File: src/hdl/npc_map.svh
// Register offsets, field positions, reset values and decode constants of the protection block.
`ifndef NPC_MAP_SVH
`define NPC_MAP_SVH
`define NPC_OFS_CONFIG 12'h000
`define NPC_OFS_PROTECT 12'h004
`define NPC_OFS_STATUS 12'h008
`define NPC_CFG_PAGE_BIT 6
`define NPC_CFG_KEY_WRITE_ACCESS_BIT 5
`define NPC_STAT_VIOL_BIT 5
`define NPC_CFG_RESET 8'h00
`define NPC_PROT_RESET 8'hff
`define NPC_EPS_MSB 7
`define NPC_EPS_LSB 6
`define NPC_FPS_MSB 5
`define NPC_FPS_LSB 0
`define NPC_EPS_NONE 2'h3
`define NPC_EPS_SMALL 2'h2
`define NPC_EPS_MID 2'h1
`define NPC_EE_START_SMALL 16'h17f0
`define NPC_EE_START_MID 16'h17e0
`define NPC_EE_START_LARGE 16'h17c0
`define NPC_EE_END 16'h17ff
`define NPC_FPS_NONE 6'h3f
`define NPC_FPS_FLOOR 6'h18
`define NPC_FLASH_STEP 17'h00600
`define NPC_FLASH_TOP 17'h10000
`define NPC_KEY_FIRST 16'hffb0
`define NPC_KEY_LAST 16'hffb7
`define NPC_CMD_MASS_ERASE 8'h41
`endif

File: src/hdl/npc_pkg.sv
// Shared types of the protection block.
package npc_pkg;
  typedef logic [7:0] npc_byte_type;
  typedef logic [15:0] npc_addr_type;
  typedef logic [31:0] npc_word_type;
endpackage

File: src/hdl/npc_top.sv
// Flash and EEPROM configuration and write-protection logic with an APB register slave.
//
// The APB interface to the registers and the placing of the registers are this design's own decisions.
`include "npc_map.svh"
`timescale 1ns/100ps
`default_nettype none

// The block sits between the processor and the nonvolatile array controller.
// Software reaches three byte registers over APB: configuration, protection and status.
// Every register answers with zero wait states; the answer is prepared in the setup cycle.
// Processor writes into the key window are steered either to the key comparator or to the
// command sequencer, depending on the key access bit.
// Every launched program or erase command is checked against the live protection value
// before it is allowed to run, and exactly one of go or ignored answers it one cycle later.
// The protection register starts from its reset value and takes the stored byte on the
// first edge after reset; until then software and debug writes to it and commands are not served.

module npc_top #(
  parameter int ADDR_W = 16
) (
  input wire logic core_clk,
  input wire logic reset,
  input wire logic psel,
  input wire logic penable,
  input wire logic pwrite,
  input wire logic [11:0] paddr,
  input wire logic [31:0] pwdata,
  input wire logic [3:0] pstrb,
  output logic [31:0] prdata,
  output logic pready,
  output logic pslverr,
  input wire logic [7:0] storedProtectByte,
  input wire logic debugProtWrite,
  input wire logic [7:0] debugProtData,
  input wire logic memWrite,
  input wire logic [ADDR_W-1:0] memWrAddr,
  input wire logic [7:0] memWrData,
  output logic keyWrite,
  output logic [2:0] keyWrIndex,
  output logic [7:0] keyWrData,
  output logic cmdStart,
  output logic [ADDR_W-1:0] cmdStartAddr,
  output logic [7:0] cmdStartData,
  input wire logic cmdLaunch,
  input wire logic [7:0] cmdCode,
  input wire logic [ADDR_W-1:0] cmdAddr,
  output logic cmdGo,
  output logic cmdIgnored,
  output logic eepromPageSelect,
  output logic protectViolationFlag,
  output logic [7:0] protectRegister
);

  generate
    if (ADDR_W != 16) begin : gChk
      $error("npc_top serves a 16-bit address space only");
    end
  endgenerate

  // Register file and strobe state.
  npc_pkg::npc_byte_type config_ff, nxt_config;
  npc_pkg::npc_byte_type protect_ff, nxt_protect;
  logic viol_ff, nxt_viol;
  logic loaded_ff, nxt_loaded;
  npc_pkg::npc_word_type prdata_ff, nxt_prdata;
  logic pready_ff, nxt_pready;
  logic pslverr_ff, nxt_pslverr;
  logic keyWrite_ff, nxt_keyWrite;
  logic [2:0] keyIdx_ff, nxt_keyIdx;
  npc_pkg::npc_byte_type keyData_ff, nxt_keyData;
  logic cmdStart_ff, nxt_cmdStart;
  npc_pkg::npc_addr_type startAddr_ff, nxt_startAddr;
  npc_pkg::npc_byte_type startData_ff, nxt_startData;
  logic cmdGo_ff, nxt_cmdGo;
  logic cmdIgn_ff, nxt_cmdIgn;

  // Decode results.
  logic [1:0] eeprom_protect_select;
  logic [5:0] flash_protect_select;
  logic [5:0] fpsSteps;
  logic [16:0] flashStart;
  npc_pkg::npc_addr_type eeStart;
  logic eeAny;
  logic flashAny;
  logic addrProt;
  logic setup;
  logic access;
  logic mapped;
  logic [5:0] newFpsClamp;
  logic [5:0] oldFpsClamp;
  logic enlarges;
  npc_pkg::npc_byte_type wrByte;

  // Region decoding of the live protection value.
  // The decode is purely combinational on the register, so a write that enlarges protection
  // already guards the command launched in the very next cycle.
  always_comb begin
    eeprom_protect_select = protect_ff[`NPC_EPS_MSB:`NPC_EPS_LSB];
    flash_protect_select = protect_ff[`NPC_FPS_MSB:`NPC_FPS_LSB];
    eeAny = (eeprom_protect_select != `NPC_EPS_NONE);
    unique case (eeprom_protect_select)
      `NPC_EPS_SMALL: eeStart = `NPC_EE_START_SMALL;
      `NPC_EPS_MID: eeStart = `NPC_EE_START_MID;
      default: eeStart = `NPC_EE_START_LARGE;
    endcase
    flashAny = (flash_protect_select != `NPC_FPS_NONE);
    // Each step below the no-protection code, down to one above the floor, moves the flash start down by one step size.
    // The product is formed at 17 bits so that the top value NPC_FLASH_TOP of 10000 hex is still representable.
    fpsSteps = `NPC_FPS_NONE - flash_protect_select;
    if (flash_protect_select <= `NPC_FPS_FLOOR) begin
      flashStart = 17'h00000;
    end else begin
      flashStart = 17'(`NPC_FLASH_TOP - 17'(fpsSteps) * `NPC_FLASH_STEP);
    end
    // Both regions are tested for every command address before it may start.
    addrProt = (flashAny && ({1'b0, cmdAddr} >= flashStart)) ||
               (eeAny && (cmdAddr >= eeStart) && (cmdAddr <= `NPC_EE_END));
  end

  // Size comparison for software writes; all flash values at or below the floor cover the same region.
  always_comb begin
    // Only the low byte of the bus word carries register data; upper lanes are ignored.
    wrByte = pwdata[7:0];
    newFpsClamp = (wrByte[`NPC_FPS_MSB:`NPC_FPS_LSB] < `NPC_FPS_FLOOR) ? `NPC_FPS_FLOOR :
                  wrByte[`NPC_FPS_MSB:`NPC_FPS_LSB];
    oldFpsClamp = (flash_protect_select < `NPC_FPS_FLOOR) ? `NPC_FPS_FLOOR : flash_protect_select;
    // A write that shrinks either region is dropped as a whole, so the pair never moves apart.
    enlarges = (wrByte[`NPC_EPS_MSB:`NPC_EPS_LSB] <= eeprom_protect_select) && (newFpsClamp <= oldFpsClamp);
  end

  // Next-state logic for registers, bus answer and strobes.
  always_comb begin
    nxt_config = config_ff;
    nxt_protect = protect_ff;
    nxt_viol = viol_ff;
    nxt_loaded = 1'b1;
    nxt_prdata = prdata_ff;
    nxt_pready = 1'b0;
    nxt_pslverr = 1'b0;
    nxt_keyWrite = 1'b0;
    nxt_keyIdx = keyIdx_ff;
    nxt_keyData = keyData_ff;
    nxt_cmdStart = 1'b0;
    nxt_startAddr = startAddr_ff;
    nxt_startData = startData_ff;
    nxt_cmdGo = 1'b0;
    nxt_cmdIgn = 1'b0;
    setup = psel && !penable;
    access = psel && penable && pready_ff;
    mapped = (paddr == `NPC_OFS_CONFIG) || (paddr == `NPC_OFS_PROTECT) || (paddr == `NPC_OFS_STATUS);

    // The answer is prepared in the setup cycle so that every bus output comes from a flop.
    if (setup) begin
      nxt_pready = 1'b1;
      nxt_pslverr = !mapped;
      nxt_prdata = 32'h00000000;
      if (!pwrite) begin
        unique case (paddr)
          `NPC_OFS_CONFIG: nxt_prdata = {24'h000000, config_ff};
          `NPC_OFS_PROTECT: nxt_prdata = {24'h000000, protect_ff};
          `NPC_OFS_STATUS: nxt_prdata = {26'h0000000, viol_ff, 5'h00};
          default: nxt_prdata = 32'h00000000;
        endcase
      end
    end

    if (access && pwrite && pstrb[0]) begin
      if (paddr == `NPC_OFS_CONFIG) begin
        nxt_config = 8'h00;
        nxt_config[`NPC_CFG_PAGE_BIT] = wrByte[`NPC_CFG_PAGE_BIT];
        nxt_config[`NPC_CFG_KEY_WRITE_ACCESS_BIT] = wrByte[`NPC_CFG_KEY_WRITE_ACCESS_BIT];
      end
      if ((paddr == `NPC_OFS_PROTECT) && loaded_ff && enlarges) begin
        nxt_protect = wrByte;
      end
      if ((paddr == `NPC_OFS_STATUS) && wrByte[`NPC_STAT_VIOL_BIT]) begin
        nxt_viol = 1'b0;
      end
    end

    // The debug path bypasses the size check and wins over a software write in the same cycle.
    // This lets a debugger lower protection, which software can never do by itself.
    if (debugProtWrite && loaded_ff) begin
      nxt_protect = debugProtData;
    end

    // The stored byte is copied once, on the first edge after reset is released.
    // It overrides both write paths, so nothing can slip in before the stored value lands.
    if (!loaded_ff) begin
      nxt_protect = storedProtectByte;
    end

    // Key window writes are served from the first edge after reset; they do not wait for the load.
    // Writes outside the window are not this block's business and leave every strobe low.
    if (memWrite && (memWrAddr >= `NPC_KEY_FIRST) && (memWrAddr <= `NPC_KEY_LAST)) begin
      if (config_ff[`NPC_CFG_KEY_WRITE_ACCESS_BIT]) begin
        nxt_keyWrite = 1'b1;
        nxt_keyIdx = memWrAddr[2:0];
        nxt_keyData = memWrData;
      end else begin
        nxt_cmdStart = 1'b1;
        nxt_startAddr = memWrAddr;
        nxt_startData = memWrData;
      end
    end

    // A refused command produces no go strobe at all, so the array never sees it.
    // Mass erase is refused when either region protects anything, whatever its address.
    if (cmdLaunch && loaded_ff) begin
      if (addrProt || ((cmdCode == `NPC_CMD_MASS_ERASE) && (eeAny || flashAny))) begin
        nxt_cmdIgn = 1'b1;
        // Setting comes last so a violation in the clearing cycle is kept.
        nxt_viol = 1'b1;
      end else begin
        nxt_cmdGo = 1'b1;
      end
    end
  end

  // All state is registered here; the reset branch loads constants only.
  always_ff @(posedge core_clk or posedge reset) begin
    if (reset) begin
      config_ff <= `NPC_CFG_RESET;
      protect_ff <= `NPC_PROT_RESET;
      viol_ff <= 1'b0;
      loaded_ff <= 1'b0;
      prdata_ff <= 32'h00000000;
      pready_ff <= 1'b0;
      pslverr_ff <= 1'b0;
      keyWrite_ff <= 1'b0;
      keyIdx_ff <= 3'h0;
      keyData_ff <= 8'h00;
      cmdStart_ff <= 1'b0;
      startAddr_ff <= 16'h0000;
      startData_ff <= 8'h00;
      cmdGo_ff <= 1'b0;
      cmdIgn_ff <= 1'b0;
    end else begin
      config_ff <= nxt_config;
      protect_ff <= nxt_protect;
      viol_ff <= nxt_viol;
      loaded_ff <= nxt_loaded;
      prdata_ff <= nxt_prdata;
      pready_ff <= nxt_pready;
      pslverr_ff <= nxt_pslverr;
      keyWrite_ff <= nxt_keyWrite;
      keyIdx_ff <= nxt_keyIdx;
      keyData_ff <= nxt_keyData;
      cmdStart_ff <= nxt_cmdStart;
      startAddr_ff <= nxt_startAddr;
      startData_ff <= nxt_startData;
      cmdGo_ff <= nxt_cmdGo;
      cmdIgn_ff <= nxt_cmdIgn;
    end
  end

  // Every output is a plain copy of a flop, so no decode glitch reaches the pins.
  assign prdata = prdata_ff;
  assign pready = pready_ff;
  assign pslverr = pslverr_ff;
  assign keyWrite = keyWrite_ff;
  assign keyWrIndex = keyIdx_ff;
  assign keyWrData = keyData_ff;
  assign cmdStart = cmdStart_ff;
  assign cmdStartAddr = startAddr_ff;
  assign cmdStartData = startData_ff;
  assign cmdGo = cmdGo_ff;
  assign cmdIgnored = cmdIgn_ff;
  // The array maps only the selected page; the other page has no access path at all.
  assign eepromPageSelect = config_ff[`NPC_CFG_PAGE_BIT];
  assign protectViolationFlag = viol_ff;
  assign protectRegister = protect_ff;

endmodule

`default_nettype wire

File: config.mk
export PLATFORM = sky130hd
export DESIGN_NAME = npc_top
export DESIGN_NICKNAME = d
export VERILOG_FILES = /design/src/hdl/npc_pkg.sv /design/src/hdl/npc_top.sv
export VERILOG_INCLUDE_DIRS = /design/src /design/src/hdl
export SDC_FILE = /design/constraint.sdc
export NUM_CORES = 1
export LEC_CHECK = 0
export ABC_AREA = 1
export BUFFER_PORTS_ARGS = -buffer_cell sky130_fd_sc_hd__buf_2
export CORE_MARGIN = 5
export CORE_UTILIZATION = 41
export CTS_CLUSTER_DIAMETER = 40
export DETAILED_ROUTE_END_ITERATION = 7
export GPL_TIMING_DRIVEN = 0
export PLACE_DENSITY = 0.77
export SLEW_MARGIN = 20
export SYNTH_ARGS = -nofsm -noshare
export SYNTH_HDL_FRONTEND = slang
export SYNTH_SLANG_ARGS = --single-unit
File: constraint.sdc
create_clock -name core_clk -period 3 [get_ports core_clk]
set_input_delay 0.3 -clock core_clk [delete_from_list [all_inputs] [get_ports core_clk]]
set_output_delay 0.3 -clock core_clk [all_outputs]
set_load 0.02 [all_outputs]
==> Yosys cells after proc, flatten, opt, wreduce, memory -nomap -nowiden <==
Index checks and enable logic that the tools add are counted.
{ "word_totals": {"out_inout_bits": 83, "regBits": 85, "inputBits": 120} }
{ "classes": {"n_reduce_logical": 29, "n_addsub": 2, "mul": 1, "order_cmp": 10, "mux": 24, "eq_ne": 9, "bitwise": 1} }
{ "ops": {"columns": ["cell", "count"], "rows": [
  ["two-way mux 8 bit", 5],
  ["case mux 8 bit (3 select lines)", 1],
  ["greater-or-equal comparator 16 x 17 -> 1 bit", 1],
  ["logical AND 1 bit", 17],
  ["two-way mux 17 bit", 1],
  ["subtractor 17 bit, first input constant", 1],
  ["greater-or-equal comparator 16 bit", 1],
  ["greater-or-equal comparator 16 bit, second input constant", 1],
  ["less-or-equal comparator 16 x 13 -> 1 bit, second input constant", 1],
  ["less-or-equal comparator 16 bit, second input constant", 1],
  ["two-way mux 1 bit", 14],
  ["== test 12 x 3 -> 1 bit, second input constant", 1],
  ["== test 12 x 4 -> 1 bit, second input constant", 1],
  ["logical NOT 12 bit", 1],
  ["< comparator 6 x 5 -> 1 bit, second input constant", 2],
  ["two-way mux 6 bit", 2],
  ["case mux 6 bit (2 select lines)", 1],
  ["== test 8 x 7 -> 1 bit, second input constant", 1],
  ["multiplier 6 x 2 -> 8 bit, second input constant", 1],
  ["AND reduction 2 bit", 4],
  ["less-or-equal comparator 6 x 5 -> 1 bit, second input constant", 1],
  ["less-or-equal comparator 6 bit", 1],
  ["inequality test 3 x 1 -> 1 bit, second input constant", 2],
  ["inequality test 6 bit, second input constant", 1],
  ["other kinds (8)", 13]
]} }

==> Logic depth before layout (Yosys ltp) <==
Gate-level depths: netlist (run 1).
{ "depth": {"word_depth": 10, "ltp_mapped": 22, "depth_no_buf": 22} }

==> Worst setup path after synthesis (run 1) <==
Ideal clock, no wire load.
{ "synth_path": {"path_type": "flip-flop to flip-flop", "start": "reg protect_ff[0], in the netlist protectRegister[0]", "end": "reg viol_ff, in the netlist protectViolationFlag", "slack_ns": 0.041, "arrival_ns": 2.893, "setup_time_ns": 0.066, "path_stages_with_launch": 21, "path_cell_list": "dfstp_2 inv_1 ha_1 inv_1 fa_1 nand3_1 nor2_4 nand3_2 nor2_2 nand3b_1 ha_1 nand2_1 inv_1 nand3_1 nor2_1 a21oi_1 a21oi_1 nand2_1 nand2_1 nand2_2 nand2_1"} }
{ "synth_via": {"elab_chain_cells": 10, "elab_cells_between_ends": 14, "cone_classes": "add/sub (2); mul (1); order compare (2); eq/ne (1); mux (3); reduce/logical (5)"} }
{ "synth_lines": {"columns": ["element", "line_no", "source"], "rows": [
  ["start, declared", "npc_top.sv:62", "npc_pkg::npc_byte_type protect_ff, nxt_protect;"],
  ["start signal, assigned", "npc_top.sv:224", "protect_ff <= `NPC_PROT_RESET;"],
  ["start signal, assigned", "npc_top.sv:240", "protect_ff <= nxt_protect;"],
  ["subtractor 6 bit (no line)", null, null],
  ["multiplier 6 x 2 -> 8 bit (no line)", null, null],
  ["subtractor 17 bit (no line)", null, null],
  ["two-way mux 17 bit", "npc_top.sv:110", "if (flash_protect_select <= `NPC_FPS_FLOOR) begin"],
  ["greater-or-equal comparator 16 x 17 -> 1 bit", "npc_top.sv:116", "addrProt = (flashAny && ({1'b0, cmdAddr} >= flashStart)) ||"],
  ["logical AND 1 bit", "npc_top.sv:116", null],
  ["logical OR 1 bit", "npc_top.sv:116", null],
  ["logical OR 1 bit (*)", "npc_top.sv:210", "if (addrProt || ((cmdCode == `NPC_CMD_MASS_ERASE) && (eeAny || flashAny))) begin"],
  ["two-way mux 1 bit (*)", "npc_top.sv:210", null],
  ["two-way mux 1 bit (*)", "npc_top.sv:209", "if (cmdLaunch && loaded_ff) begin"],
  ["via nxt_viol", "npc_top.sv:63", "logic viol_ff, nxt_viol;"],
  ["end signal, assigned", "npc_top.sv:241", "viol_ff <= nxt_viol;"],
  ["end, declared", "npc_top.sv:63", null]
]} }
Mark *: on every way through the listed nets, which the timed path passes. The rest lies on a longest branch.
A chain may end at the register's enable or synchronous reset.

==> Final worst setup path (run 1) <==
Same ends and word-level chain as after synthesis.

==> results.json, run 1 <==
{
  "yosys-top-cells-area": "dfrtp_1 35%, ha_1 10%, nand2_1 8.2%",
  "skew_ns": 0.00927,
  "timing.final.ws_setup_ns": 0.0582,
  "dieArea_um2": 11300,
  "multiInputGateArea_um2": 1910,
  "wl_met1_mm": 4.69,
  "hold_path_class": "primary input to async pin",
  "ctsHoldBuffers": 0,
  "wl_met3_um": 688,
  "overflow": 0,
  "hold_ws_ns": 0.110,
  "synthCells": 468,
  "max_slew_margin_pct": 48.4,
  "routedWlPerCell_um": 13.9,
  "ioPinCount": 203,
  "nNetsFinal": 815,
  "die_h_um": 106,
  "arrival_ns": 3.21,
  "syn_to_final_growth_pct": 33.8,
  "switching_share_pct": 33.0,
  "rows": 35,
  "ctsHtreeMaxLevel": 3,
  "place_ws_ns": -0.235,
  "finalCritPeriodShare_pct": 98.1,
  "cellPowerDensity_nw_per_um2": 429,
  "rrSetupSlack_ns": 0.06,
  "irDropWorstVdd_mv": 0.208,
  "r2r-end": "protectViolationFlag",
  "tightest_slew_ns": 0.774,
  "clk_pin_slew_ns": 0.06,
  "synth_edf_count": 0,
  "viasPerCell": 4.78,
  "layout-drive-gt1-share_pct": 37.9,
  "wirelength_mm": 10.8,
  "p_seq_share_pct": 39.9,
  "post-route-drc-count": 0,
  "gp_congestion": 0.860,
  "path_max_fanout": 3,
  "regArea_um2": 1540,
  "final_cell_mix": "153 x buf_2, 81 x nand2_1, 62 x inv_1",
  "syn_avg_cell_area_um2": 8.15,
  "initial_core_util_pct": 41.7,
  "report.final.setup_viol": 0,
  "antenna_cells": 0,
  "hold_viol": 0,
  "post-route-min-period_ns": 2.94,
  "rsz0062_at_grt": "yes",
  "status": "finished, final reports clean",
  "die_x_um": 106,
  "r2r_cells": 20,
  "p_leak_nw": 2.96,
  "ys.flop_type": "dfrtp_1",
  "r2r-start": "protectRegister[0]",
  "grt_use_total_pct": 18.5,
  "ant_nets": 0,
  "drt_iter0_markers": 197,
  "internal_power_mw": 1.47,
  "numCtsBuffers": 9,
  "yosysWarnings": 0,
  "layout_commonest_cell": "buf_2",
  "core_um2": 9150,
  "grt_pass1_vias": 3554,
  "clock_sinks": 61,
  "yosys.area.top_type": "dfrtp_1",
  "ys_types": 40,
  "vias": 3720,
  "drt_pass1_iterations": 8,
  "synthArstFlopShare_pct": 100,
  "clockRootBuffer": "clkbuf_8",
  "fillers": 876,
  "cts_tree": "done",
  "worst-endpoint-required_ns": 3.27,
  "ys_ff_latch": 61,
  "grt_max_degree": 62,
  "start_kind": "flop",
  "wl_met2_mm": 5.26,
  "io_buffers": 150,
  "report.final.slew_viol_count": 0,
  "yosysTopAreaCellShare_pct": 34.8,
  "clock_latency_ns": 0.33,
  "critPathKind": "flop to flop",
  "grt_pass1_wl_mm": 16.7,
  "hpwlAfterDp_mm": 8.66,
  "drv_cap": 0,
  "antenna_found_initial": 0,
  "switchingPower_mw": 0.721,
  "netlist_area_um2": 3810,
  "clockPowerShare_pct": 31.1,
  "clock_path_buffers": 2,
  "max_freq_ghz": 0.340,
  "top_layer_used": "met4",
  "end_kind": "flop",
  "seq_area_frac_synth_pct": 40.3,
  "p_comb_share_pct": 29.0
}
-- worst max path at each step --
stage	from	end	slack, ns	cells after the start
after detailed placement	protectRegister[0]	protectViolationFlag	-0.24	19
final	protectRegister[0]	protectViolationFlag	0.06	20
after global routing	protectRegister[0]	protectViolationFlag	-0.18	19
after global placement	protectRegister[0]	protectViolationFlag	-0.24	20
after floorplan	protectRegister[0]	protectViolationFlag	0.04	20
after CTS	protectRegister[0]	protectViolationFlag	0.02	20
-- state kept, by name (all words and copies together) (netlist names), 2 cells and up --
signal / flops
cmdStartAddr: 16
cmdStartData: 8
config_ff: 2
keyWrData: 8
keyWrIndex: 3
prdata: 8
protectRegister: 8
-- worst max-delay path, stage by stage (launching register included) --
cell and delay (ns):
dfstp_2 0.55, clkinvlp_4 0.13, ha_4 0.19, inv_2 0.05, fa_1 0.44, nand3_2 0.13
nor2_4 0.05, nand3_2 0.08, nor2_2 0.05, nand3b_1 0.15, ha_1 0.30, nand2_1 0.06
inv_1 0.07, nand3_1 0.06, nor2_1 0.11, a21oi_1 0.07, a21oi_1 0.12, nand2_1 0.07
nand2_2 0.09, nand2_2 0.06, nand2_1 0.05
-- layout make-up --
cell class                 instances  share of cell area (%)
tap                              111                    2.72
clock buffer                      12                    3.24
inverter                          68                    5.20
timing repair buffer             161                    16.3
sequential                        61                    30.1
buffer                            32                    4.63
clock inverter                     3                   0.392
multi-input combinational        330                    37.4
-- logic make-up (layout without fill, tap and decap cells) --
family,count (synthesis),in the layout,synth area share [%]
AO/OA/AOI/OAI,92,92,13.5
AND/OR/NAND/NOR,181,181,22.5
buffers and inverters,100,276,12.9
flip-flops,61,61,40.3
other,2,25,0.197
adder cells (fa/ha/maj),32,32,10.7
-- power groups by stage --
stage / Clock (mW) / Combinational (mW) / Sequential, mW
CTS: 0.697 / 0.610 / 0.872
finish: 0.680 / 0.635 / 0.872
global route: 0.741 / 0.716 / 0.875
global placement: 0 / 0.556 / 0.895
floorplan: 0 / 0.379 / 0.912
detailed placement: 0 / 0.574 / 0.897
-- through the flow --
stage	TNS (ns)	cell area, um^2	power, mW	std cells	util, %
final	0	5100	2.19	778	55.8
after global routing	-0.452	5100	2.33	778	55.8
after floorplan	0	3900	1.29	491	-
after global placement	-0.704	4790	1.45	752	52.3
after CTS	0	5030	2.18	772	55.0
after detailed placement	-0.680	4790	1.47	752	52.4
-- per-layer routing --
metal  up-vias  track usage, %
met3        17            3.83
met1      1717            25.0
met4         0            5.21
met2       125            29.9
li1       1861               -
met5         -               0
-- synthesized netlist by cell type, types with 2 or more instances --
cell / n
nand3_2: 2
nor3_2: 2
nor2_1: 34
nand3_1: 22
conb_1: 2
nand4_1: 6
a21oi_1: 30
nand2_2: 3
ha_1: 31
buf_2: 3
nor4b_1: 2
o21ai_0: 48
buf_4: 25
o21ai_1: 2
clkbuf_1: 2
nand2_4: 2
dfrtp_1: 53
nand2_1: 83
o31ai_1: 6
nor2_4: 2
or2_2: 12
nand3b_1: 4
nor2_2: 3
inv_1: 66
dfstp_2: 8
-- timing repair --
item                                   4_1_cts  5_1_grt
pin swaps                                    5       10
gates resized for setup                      7        6
endpoints found under the hold margin        0        0
setup endpoints to repair                    3        5
setup buffers                                5        6
Power figures use the tool's default switching activity.
==> run 2, diff against run 1 <==
Settings changed: CELL_PAD_IN_SITES_DETAIL_PLACEMENT set to 0, CELL_PAD_IN_SITES_GLOBAL_PLACEMENT set to 1, CORE_UTILIZATION 41 to 29, PLACE_DENSITY 0.77 to unset, PLACE_DENSITY_LB_ADDON set to 0.25.
==> run 2 against run 1 <==
  * Combinational power increased by 6.6%
  * Register-to-register slack about the same
  * Clock power increased by 38%
  * Clock skew decreased by 0.0034 ns
  * Critical path type unchanged
==> results.json, run 2 (synthesized netlist as in run 1, its figures left out) <==
{
  "start_kind": "flop",
  "layout-drive-gt1-share_pct": 39.8,
  "path_max_fanout": 2,
  "overflow": 0,
  "dieArea_um2": 15500,
  "numCtsBuffers": 9,
  "cp_slowest_cell": "dfstp_2",
  "gp_congestion": 0.812,
  "antenna_cells": 0,
  "drv_cap": 0,
  "finalCritPeriodShare_pct": 97.7,
  "rsz0062_at_grt": "yes",
  "nNetsFinal": 820,
  "crit_top_cell": "nor2_1",
  "core_um2": 12800,
  "grt_pass1_vias": 3654,
  "hold_viol": 0,
  "internal_power_mw": 1.70,
  "drt_pass1_iterations": 5,
  "p_comb_share_pct": 27.2,
  "report.final.setup_viol": 0,
  "hpwlAfterDp_mm": 9.23,
  "clk_pin_slew_ns": 0.05,
  "p_leak_nw": 3.03,
  "initial_core_util_pct": 29.9,
  "critical_path_buf_inv_count": 3,
  "clock_latency_ns": 0.33,
  "ioPinCount": 203,
  "switching_share_pct": 31.9,
  "report.final.slew_viol_count": 0,
  "grt_use_total_pct": 14.3,
  "status": "finished, final reports clean",
  "max_freq_ghz": 0.341,
  "p_seq_share_pct": 35.2,
  "crit_family": "adder cells",
  "clock_sinks": 61,
  "arrival_ns": 3.19,
  "io_buffers": 150,
  "clock_path_buffers": 2,
  "grt_pass1_wl_mm": 18.0,
  "critPathKind": "flop to flop",
  "grt_max_degree": 58,
  "worst-endpoint-required_ns": 3.26,
  "clockPowerShare_pct": 37.7,
  "final_cell_mix": "153 x buf_2, 81 x nand2_1, 58 x inv_1",
  "ctsHtreeMaxLevel": 3,
  "drt_iter0_markers": 124,
  "die_x_um": 125,
  "rows": 41,
  "viasPerCell": 4.39,
  "irDropWorstVdd_mv": 0.252,
  "post-route-drc-count": 0,
  "ant_nets": 0,
  "syn_to_final_growth_pct": 41.7,
  "dp_cells": 814,
  "end_kind": "flop",
  "total_power_mw": 2.49,
  "routedWlPerCell_um": 13.6,
  "postPlaceCellArea_um2": 4900,
  "largest_reg_flops": 16,
  "layout_commonest_cell": "buf_2",
  "skew_ns": 0.00586,
  "layout.cells.non_filler": 845,
  "vias": 3713,
  "antenna_found_initial": 0,
  "cts_tree": "done",
  "path_cells": "clkinvlp_4 > ha_4 > inv_2 > fa_2 > nand4_1 > nor2_1 > inv_1 > nor2_1 > a21boi_1 > o21ai_1 > ha_1 > nand4_1 > nor2_1 > a21oi_1 > a21oi_1 > nand2_1 > nand2_2 > nand2_2 > nand2_1",
  "cellPowerDensity_nw_per_um2": 461,
  "slowest_delay_ns": 0.56,
  "post-route-util_pct": 42.3,
  "clockRootBuffer": "clkbuf_16",
  "switchingPower_mw": 0.794,
  "hold_path_class": "primary input to flop",
  "wirelength_mm": 11.5,
  "post-route-min-period_ns": 2.93,
  "die_h_um": 125,
  "design_area_um2": 5400
}
==> run 2: cell count changes in the layout (fill, tap and decap cells not counted), sizes merged <==
cell	previous run	this run
buf	191	195
clkinv	2	6
clkbuf	14	11
clkinvlp	4	2
inv	65	67
dlygate4sd3	0	1
==> run 2: stage by stage <==
step	setup slack, ns	setup TNS [ns]	hold slack, ns
after floorplan	0.0409	0	0.444
after global routing	-0.104	-0.276	0.218
after global placement	-0.299	-0.873	0.446
final	0.0701	0	0.223
after detailed placement	-0.316	-0.918	0.193
after CTS	0.0141	0	0.213
==> run 2: path summary, 6_finish.rpt <==
kind / start / to / slack [ns] / depth (start not counted)
max: protectRegister[0] / protectViolationFlag / 0.07 / 19
min: penable / pready / 0.22 / 2
max reg2reg: protectRegister[0] / protectViolationFlag / 0.07 / 19
min reg2reg: cmdStartAddr[15] / cmdStartAddr[15] / 0.46 / 1
max in group asynchronous: reset / protectRegister[6] / 2.06 / 4
min in group asynchronous: reset / keyWrIndex[1] / 0.40 / 3
==> run 2: timing repair <==
action,in CTS,in global routing
endpoints found under the setup margin,3,11
gates cloned,0,0
endpoints found under the hold margin,4,0
hold buffers,1,0
buffers inserted,4,10
pin swaps,8,13
resized for setup,10,15
==> run 2: power by group through the flow <==
stage / Combinational [mW] / Clock (mW) / Sequential (mW)
6_report: 0.677 / 0.939 / 0.876
5_1_grt: 0.768 / 1.01 / 0.878
4_1_cts: 0.612 / 0.970 / 0.879
3_5_place_dp: 0.575 / 0 / 0.897
3_3_place_gp: 0.562 / 0 / 0.897
2_1_floorplan: 0.379 / 0 / 0.912
==> run 2: final cells by class <==
| class | count | area [um^2] |
|---|---|---|
| inverters | 68 | 265 |
| flip-flops and latches | 61 | 1540 |
| fillers | 1324 | 7370 |
| multi-input cells | 330 | 1980 |
| well taps | 172 | 215 |
| clock buffers | 9 | 225 |
| repair buffers | 166 | 893 |
| clock inverters | 7 | 50.0 |
| plain buffers | 32 | 236 |
==> run 2: worst reg2reg max path, stage by stage, from the launching register on <==
cell and delay (ns):
dfstp_2 0.56, clkinvlp_4 0.11, ha_4 0.17, inv_2 0.05, fa_2 0.46, nand4_1 0.13, nor2_1 0.05, inv_1 0.06
nor2_1 0.05, a21boi_1 0.11, o21ai_1 0.09, ha_1 0.30, nand4_1 0.09, nor2_1 0.12, a21oi_1 0.07, a21oi_1 0.14
nand2_1 0.08, nand2_2 0.09, nand2_2 0.07, nand2_1 0.05
==> run 2: layer usage <==
layer  routed length, um  GRT usage, %  vias up
met5                   0             0        -
met4                 105          4.06        0
met3                 720          3.64        9
met2                5680          24.3      121
met1                5000          17.9     1709
li1                    -             -     1874
==> run 3, diff against run 2 <==
Settings changed: CORE_UTILIZATION 29 to 32.
Clock period 3 ns to 3.3 ns, I/O delays scaled along.
==> run 3 against run 2 <==
  * Sequential power shrank 8.4%
  * Die area down 8.6%
  * Clock-buffer cell count stayed put
  * Cell count is 4.3% lower
  * Critical endpoint unchanged
  * Utilization rose by 2.7 points
  * Sequential share of layout area rose by 1.1 points
  * Final area is 3.6% lower
  * Clock skew is 0.00074 ns higher
  * Via count fell by 2.2%
  * Largest cell class unchanged
  * First-iteration DRC count unchanged
  * Worst hold slack improved by 0.042 ns
  * Combinational power shrank 20%
==> results.json, run 3 (synthesized netlist as in run 1, its figures left out) <==
{
  "status": "finished, final reports clean",
  "cp_slowest_cell": "dfstp_2",
  "crit_top_cell": "nor2_1",
  "io_buffers": 150,
  "dp_cells": 785,
  "vias": 3631,
  "grt_pass1_wl_mm": 17.8,
  "ant_nets": 0,
  "skew_ns": 0.00659,
  "layout-drive-gt1-share_pct": 37.2,
  "worst-endpoint-required_ns": 3.56,
  "drv_cap": 0,
  "largest_reg_flops": 16,
  "hpwlAfterDp_mm": 9.02,
  "hold_ws_ns": 0.265,
  "clk_pin_slew_ns": 0.05,
  "post-route-min-period_ns": 3.03,
  "dieArea_um2": 14200,
  "drt_pass1_iterations": 4,
  "clock_sinks": 61,
  "wirelength_mm": 11.1,
  "arrival_ns": 3.29,
  "routedWlPerCell_um": 13.7,
  "cellPowerDensity_nw_per_um2": 423,
  "hold_path_class": "primary input to flop",
  "hold_viol": 0,
  "die_h_um": 119,
  "finalSetupTns_ns": 0,
  "critPathKind": "flop to flop",
  "core_um2": 11600,
  "critical_path_buf_inv_count": 3,
  "report.final.slew_viol_count": 0,
  "numCtsBuffers": 9,
  "post-route-drc-count": 0,
  "total_power_mw": 2.20,
  "p_leak_nw": 2.99,
  "hp-start": "penable",
  "clock_path_buffers": 2,
  "drt_iter0_markers": 124,
  "path_cells": "inv_2 > ha_2 > inv_1 > fa_1 > nand4_1 > nor2_1 > inv_1 > nor2_1 > a21boi_0 > o21ai_1 > ha_1 > nand4_1 > nor2_1 > a21oi_1 > a21oi_1 > nand2_1 > nand2_2 > nand2_2 > nand2_1",
  "rows": 39,
  "grt_use_total_pct": 15.5,
  "finalCritPeriodShare_pct": 91.7,
  "overflow": 0,
  "grt_pass1_vias": 3713,
  "path_max_fanout": 6,
  "initial_core_util_pct": 33.0,
  "final_cell_mix": "153 x buf_2, 82 x nand2_1, 62 x inv_1",
  "post-route-util_pct": 45.0,
  "rrSetupSlack_ns": 0.27,
  "max_freq_ghz": 0.330,
  "grt_max_degree": 59,
  "syn_to_final_growth_pct": 36.5,
  "irDropWorstVdd_mv": 0.228,
  "viasPerCell": 4.49,
  "cts_tree": "done",
  "die_x_um": 119,
  "slowest_delay_ns": 0.60,
  "ctsHtreeMaxLevel": 3,
  "cp-startpoint": "protectRegister[1]",
  "antenna_found_initial": 2,
  "layout.cells.non_filler": 809,
  "clock_latency_ns": 0.33,
  "nNetsFinal": 811,
  "end_kind": "flop",
  "report.final.setup_viol": 0,
  "start_kind": "flop",
  "ioPinCount": 203,
  "clockRootBuffer": "clkbuf_16",
  "crit_family": "adder cells",
  "r2r-start": "protectRegister[1]",
  "gp_congestion": 0.781,
  "layout_commonest_cell": "buf_2"
}
run 3: changes by cell type in the layout (fill, tap and decap cells not counted), moves of 3 or more:
cell | previous run | this run
buf_4 | 39 | 30
ha_1 | 26 | 29
ha_4 | 5 | 0
inv_1 | 58 | 62
inv_2 | 6 | 2
run 3: final timing paths:
check	end	cells past startpoint
min in group asynchronous	cmdStartAddr[11]	3
setup / recovery	protectViolationFlag	19
hold / removal	pready	2
setup reg to reg	protectViolationFlag	19
hold reg to reg	cmdStartAddr[13]	1
max in group asynchronous	protectRegister[5]	4
run 3: final cells by class:
type                       instances  area, um^2
clock inverter                     7        50.0
tap                              143         179
multi-input combinational        330        1880
clock buffer                       9         225
fill                            1229        6360
timing repair buffer             157         826
sequential                        61        1540
buffer                            32         236
inverter                          68         265
antenna                            2        5.00
run 3: timing repair:
action                     in CTS  in global routing
buffers inserted                1                  4
gates resized for setup         1                  7
pin swaps                       0                  0
hold buffers                    1                  0
setup endpoints to repair       3                  3
hold endpoints to repair        3                  0
run 3: through the flow:
stage               area [um^2]  setup slack [ns]
finish                     5210             0.272
global route               5210          -0.00296
CTS                        5160            0.0432
detailed placement         4860           -0.0527
global placement           4830           0.00108
floorplan                  3900             0.341
run 3: per-layer routing:
metal | vias to the layer above | global-route usage, % | share of wire, %
met4 | 0 | 5.94 | 1.8
met2 | 129 | 24.1 | 45
met1 | 1623 | 20.5 | 47
li1 | 1861 | - | -
met3 | 18 | 4.12 | 6.7
met5 | - | 0 | 0
run 3: power by group:
group          switching (mW)  leakage [nW]  internal (mW)
Clock                   0.348         0.140          0.509
Combinational           0.323          2.04          0.220
Sequential             0.0265         0.804          0.775
